$ cat src/rtl/ssi_pkg.sv
package ssi_pkg;
   // register byte addresses
   localparam logic [11:0] ADDR_INPUT_SEL = 12'h040;
   localparam logic [11:0] ADDR_SEQ_CTRL = 12'h044;
   localparam logic [11:0] ADDR_SEQ_STATUS = 12'h048;
   // reset values
   localparam logic [31:0] INPUT_SEL_RESET = 32'h0000_0000;
   localparam logic [31:0] SEQ_CTRL_RESET = 32'h0000_0000;
   // writable bits of the input select register (selectors only)
   localparam logic [31:0] INPUT_SEL_WMASK = 32'h3333_3333;
   // geometry
   localparam int STEPS = 8;
   localparam int SEL_W = 2;
   localparam int SEL_STRIDE = 4;
   localparam int CTL_STRIDE = 4;
   localparam int CTL_END_BIT = 1;
   localparam int CTL_TS_BIT = 3;
   localparam logic [2:0] LAST_STEP = 3'h7;
   // status layout
   localparam int STAT_BUSY_BIT = 0;
   localparam int STAT_STEP_LSB = 4;

   typedef enum logic [1:0] {
      SSI_IDLE,
      SSI_SETUP,
      SSI_CONVERT
   } ssi_state_t;
endpackage

$ cat src/rtl/ssi_field_pick.sv
`timescale 1ns/1ns
// picks the selector and control nibble for one step
module ssi_field_pick (
   input wire logic [31:0] sel_word,
   input wire logic [31:0] ctl_word,
   input wire logic [2:0] step,
   output logic [1:0] sel,
   output logic end_flag,
   output logic ts_flag
);
   logic [3:0] sel_nib;
   logic [3:0] ctl_nib;

   // nibble extraction by step index
   always_comb begin
      sel_nib = sel_word[step * ssi_pkg::SEL_STRIDE +: 4];
      ctl_nib = ctl_word[step * ssi_pkg::CTL_STRIDE +: 4];
      sel = sel_nib[ssi_pkg::SEL_W-1:0];
      end_flag = ctl_nib[ssi_pkg::CTL_END_BIT];
      ts_flag = ctl_nib[ssi_pkg::CTL_TS_BIT];
   end
endmodule // ssi_field_pick

$ cat src/rtl/ssi_seq_input_select.sv
// Function
// RULE1: step one samples the input named by bits 1:0, reset zero.
// RULE2: step two routes the input named by bits 5:4.
// RULE3: step three converts the input named by bits 9:8.
// RULE4: step four converts the input named by bits 13:12.
// RULE5: step five converts the input named by bits 17:16.
// RULE6: step six converts the input named by bits 21:20.
// RULE7: step seven converts the input named by bits 25:24.
// RULE8: step eight converts the input named by bits 29:28.
// RULE9: a selector value is the analog input pin number directly.
// RULE10: software ignores reserved pairs and writes them back unchanged.
// RULE11: steps after the first end flag are never converted.
// RULE12: a set temperature sensor bit reads the sensor, not the pin.
// RULE13: selector is presented before conversion, then advances each step; code loads the mux at the end of the conv_start cycle.
`timescale 1ns/1ns
module ssi_seq_input_select (
   input wire logic clk,
   input wire logic resetn,
   // apb slave
   input wire logic psel,
   input wire logic penable,
   input wire logic pwrite,
   input wire logic [11:0] paddr,
   input wire logic [31:0] pwdata,
   input wire logic [3:0] pstrb,
   output logic [31:0] prdata,
   output logic pready,
   output logic pslverr,
   // sequencer side
   input wire logic seq_start,
   input wire logic conv_done,
   output logic conv_start,
   output logic [1:0] analog_input_sel,
   output logic temp_sensor_select,
   output logic [2:0] active_step,
   output logic seq_busy,
   output logic seq_done
);
   logic [31:0] sequence0_input_select_r;
   logic [31:0] seq_ctrl_r;
   ssi_pkg::ssi_state_t state_r;
   logic [2:0] step_r;
   logic [1:0] cur_sel;
   logic cur_end;
   logic cur_ts;
   logic wr_en;
   logic rd_en;
   logic hit;

   // byte-lane merge of write data
   function automatic logic [31:0] strb_merge(
      input logic [31:0] old_v,
      input logic [31:0] new_v,
      input logic [3:0] strb
   );
      logic [31:0] m;
      m = {{8{strb[3]}}, {8{strb[2]}}, {8{strb[1]}}, {8{strb[0]}}};
      strb_merge = (new_v & m) | (old_v & ~m);
   endfunction

   // apb decode
   assign hit = (paddr == ssi_pkg::ADDR_INPUT_SEL) ||
                (paddr == ssi_pkg::ADDR_SEQ_CTRL) ||
                (paddr == ssi_pkg::ADDR_SEQ_STATUS);
   assign wr_en = psel && penable && pwrite;
   assign rd_en = psel && penable && !pwrite;
   assign pready = 1'b1; // zero wait states
   assign pslverr = psel && penable && !hit;

   // selector register; reserved pairs stay zero [RULE10]
   always_ff @(posedge clk or negedge resetn) begin
      if (!resetn) begin
         sequence0_input_select_r <= ssi_pkg::INPUT_SEL_RESET; // [RULE1]
      end else if (wr_en && paddr == ssi_pkg::ADDR_INPUT_SEL) begin
         sequence0_input_select_r <= strb_merge(sequence0_input_select_r,
            pwdata, pstrb) & ssi_pkg::INPUT_SEL_WMASK;
      end
   end

   // sequence control: end and sensor bits per step
   always_ff @(posedge clk or negedge resetn) begin
      if (!resetn) begin
         seq_ctrl_r <= ssi_pkg::SEQ_CTRL_RESET;
      end else if (wr_en && paddr == ssi_pkg::ADDR_SEQ_CTRL) begin
         seq_ctrl_r <= strb_merge(seq_ctrl_r, pwdata, pstrb);
      end
   end

   // read data registered in the setup phase, held for the access phase
   always_ff @(posedge clk or negedge resetn) begin
      if (!resetn) begin
         prdata <= 32'h0000_0000;
      end else if (psel && !penable && !pwrite) begin
         unique case (paddr)
            ssi_pkg::ADDR_INPUT_SEL: prdata <= sequence0_input_select_r;
            ssi_pkg::ADDR_SEQ_CTRL: prdata <= seq_ctrl_r;
            ssi_pkg::ADDR_SEQ_STATUS: begin
               prdata <= 32'h0000_0000;
               prdata[ssi_pkg::STAT_BUSY_BIT] <= seq_busy;
               prdata[ssi_pkg::STAT_STEP_LSB +: 3] <= step_r;
            end
            default: prdata <= 32'h0000_0000;
         endcase
      end
   end

   // field selection for the current step [RULE1] [RULE2] [RULE3]
   // [RULE4] [RULE5] [RULE6] [RULE7] [RULE8]
   ssi_field_pick u_pick (
      .sel_word(sequence0_input_select_r),
      .ctl_word(seq_ctrl_r),
      .step(step_r),
      .sel(cur_sel),
      .end_flag(cur_end),
      .ts_flag(cur_ts)
   );

   // step sequencer
   always_ff @(posedge clk or negedge resetn) begin
      if (!resetn) begin
         state_r <= ssi_pkg::SSI_IDLE;
         step_r <= 3'h0;
         seq_done <= 1'b0;
      end else begin
         seq_done <= 1'b0;
         unique case (state_r)
            ssi_pkg::SSI_IDLE: begin
               if (seq_start) begin
                  step_r <= 3'h0;
                  state_r <= ssi_pkg::SSI_SETUP;
               end
            end
            // mux is loaded at the end of this cycle, the cycle in which conv_start is high [RULE13]
            ssi_pkg::SSI_SETUP: state_r <= ssi_pkg::SSI_CONVERT;
            ssi_pkg::SSI_CONVERT: begin
               if (conv_done) begin
                  if (cur_end || step_r == ssi_pkg::LAST_STEP) begin
                     state_r <= ssi_pkg::SSI_IDLE; // [RULE11]
                     seq_done <= 1'b1;
                  end else begin
                     step_r <= step_r + 3'h1; // [RULE13]
                     state_r <= ssi_pkg::SSI_SETUP;
                  end
               end
            end
         endcase
      end
   end

   // mux drive: selector value is the pin number [RULE9]
   always_ff @(posedge clk or negedge resetn) begin
      if (!resetn) begin
         analog_input_sel <= 2'h0;
         temp_sensor_select <= 1'b0;
         active_step <= 3'h0;
      end else if (state_r == ssi_pkg::SSI_SETUP) begin
         analog_input_sel <= cur_sel; // [RULE13]
         temp_sensor_select <= cur_ts; // [RULE12]
         active_step <= step_r;
      end
   end

   assign conv_start = (state_r == ssi_pkg::SSI_SETUP);
   assign seq_busy = (state_r != ssi_pkg::SSI_IDLE);
endmodule // ssi_seq_input_select

$ cat config.mk
export PLATFORM = sky130hd
export DESIGN_NAME = ssi_seq_input_select
export DESIGN_NICKNAME = d
export VERILOG_FILES = /design/src/rtl/ssi_pkg.sv /design/src/rtl/ssi_field_pick.sv /design/src/rtl/ssi_seq_input_select.sv
export SDC_FILE = /design/constraint.sdc
export NUM_CORES = 1
export LEC_CHECK = 0
export ABC_CLOCK_PERIOD_IN_PS = 5800
export BUFFER_PORTS_ARGS = -buffer_cell sky130_fd_sc_hd__buf_2
export CAP_MARGIN = 20
export CORE_MARGIN = 2
export CORE_UTILIZATION = 51
export DETAILED_ROUTE_END_ITERATION = 8
export GPL_ROUTABILITY_DRIVEN = 0
export PLACE_DENSITY_LB_ADDON = 0.2
export SLEW_MARGIN = 25
export SYNTH_ARGS = -nofsm -noshare
export SYNTH_HDL_FRONTEND = slang
export SYNTH_HIERARCHICAL = 1
export SYNTH_SLANG_ARGS = --single-unit
export TNS_END_PERCENT = 50
$ cat constraint.sdc
create_clock -name clk -period 5.8 [get_ports clk]
set_clock_uncertainty 0.15 [all_clocks]
set_input_delay 0.58 -clock clk [delete_from_list [all_inputs] [get_ports clk]]
set_output_delay 0.58 -clock clk [all_outputs]
set_load 0.05 [all_outputs]
==> summary.md <==
| Metric | Value |
|---|---|
| Total chip power | `1.33 mW` |
| Initial antenna violation count | `1` |
| Synthesized area | `0.00409 mm²` |
| CTS tree | `built` |
| Post-cts sizing count | `0` |
| Non-filler cells, final | `493` |
| DRT Wirelength | `8.96 mm` |
| Via/cell ratio | `5.60` |
| Crit start category | `flip-flop` |
| Fin area | `0.00482 mm²` |
| Period Utilization, post-route | `51.7%` |
| CP Data Arrival Time | `3100 ps` |
| Synth Warn # | `6` |
| Drt wl/cell | `18.2 µm` |
| Slew margin rel. | `36.4%` |
| Vias in the first global route | `2758` |
| Row cnt | `32` |
| Peak VDD IR | `0.122 mV` |
| Avg Cell Area, Syn | `14.0 µm²` |
| Port Buf Inserts | `96` |
| # H-tree levels | `3` |
| Instance area at placement | `0.00463 mm²` |
| CTS clk-pin slew, worst paths | `90 ps` |
| Slew @ Worst Pin | `951 ps` |
| Nets | `442` |
| ANT nets after route | `0` |
| Setup ws final | `2800 ps` |
| Most frequent cells in the layout | `buf_2, dfrtp_1, mux2_2, nand2_1, a22o_1` |
| # IOs | `98` |
| Syn_nets | `349` |
| Clk root buf | `clkbuf_8` |
| Drt drc | `0` |
| Register-to-register setup slack | `2800 ps` |
| Total negative slack | `0 ps` |
| Core area | `0.00777 mm²` |
| Initial Util | `52.6%` |
| # clock sinks | `92` |
| Detailed Routing Iterations Pass 1 | `4` |
| Crit-path max FO | `13` |
| Most common cell after layout, fill and taps aside | `buf_2` |
| Synth Instances | `292` |
| Power per cell area | `276 mW/mm²` |
| Max Cap Viol | `0` |
| RSZ-0062 raised after global routing | `false` |
| Hold/Removal Path Class | `input pin to async pin` |
| GR Overflow Total | `0` |
| Die X | `93.5 µm` |
| First-pass GRT wire length | `14.3 mm` |
| Cells after DPL | `476` |
| Outcome | `completed` |
| Dpl ws | `2830 ps` |
| Area delta synth->final | `17.8%` |
| Leakage | `2.62 nW` |
| CTS max path bufs | `2` |
| Vias | `2760` |
| Fmax | `334 MHz` |
| CTS buffer count | `9` |
| Critical path capture point type | `flip-flop` |
| Min cycle time layout | `3000 ps` |
| Final setup violating endpoints | `0` |
| Kind of critical path | `flip-flop to flip-flop` |
| Clk Latency, worst-skew pair | `360 ps` |
| Required time at the worst-slack endpoint | `5900 ps` |
| Largest net degree at the start of global routing | `93` |
| Initial drt markers | `91` |
| Hold slack | `114 ps` |
| Endpoints failing hold | `0` |
| Slew Limit Fails | `0` |
| Final Util | `62.0%` |
| Layout cells sized above 1 | `45.6%` |
| Hold Buf Count CTS | `0` |
| DIE AREA | `0.00875 mm²` |
| Post-DP HPWL | `6.21 mm` |
| Number of post-CTS setup repair buffers | `0` |
| Die Y | `93.5 µm` |
| Global Route Usage Sum | `21.5%` |
[where the power goes]
group / internal [mW] / switching, mW / total (mW)
logic: 0.0786 / 0.127 / 0.205
clock network: 0.179 / 0.229 / 0.408
registers: 0.661 / 0.0539 / 0.715
total: 0.919 / 0.409 / 1.33
[critical path, cell delays in order (launching register included)]
cell     delay (ps)
dfrtp_1         760
mux4_1          670
mux2_2          330
or3b_2          510
a22o_1          250
a22o_1          220
[final cells by class]
cell class | instances | area [µm²]
Antenna cell | 1 | 2.50
Clock buffer | 11 | 151
Clock inverter | 5 | 36.3
Fill cell | 658 | 2950
Inverter | 2 | 7.51
Multi-Input combinational cell | 183 | 1700
Sequential cell | 92 | 2300
Tap cell | 102 | 128
Timing Repair Buffer | 97 | 494
[final timing paths]
| kind | depth (start not counted) | start | end |
|---|---|---|---|
| hold reg to reg | 2 | active_step[0]$_DFFE_PN0P_ | active_step[0]$_DFFE_PN0P_ |
| setup / recovery | 5 | step_r[0]$_DFFE_PN0P_ | step_r[2]$_DFFE_PN0P_ |
| setup reg to reg | 5 | step_r[0]$_DFFE_PN0P_ | step_r[2]$_DFFE_PN0P_ |
| min in group clk | 2 | pwdata[26] | flip-flop |
| hold / removal | 1 | resetn | prdata[24]$_DFFE_PN0P_ |
| max in group asynchronous | 1 | resetn | active_step[2]$_DFFE_PN0P_ |
[metal layers]
layer | GRT usage [%] | share of wire [%] | vias up
li1 | - | - | 1280
met1 | 30.1 | 45 | 1385
met2 | 33.2 | 47 | 83
met3 | 4.83 | 6.2 | 12
met4 | 8.21 | 1.6 | 0
met5 | 0 | 0 | -
Note: power is estimated with default switching activity, not from simulation.
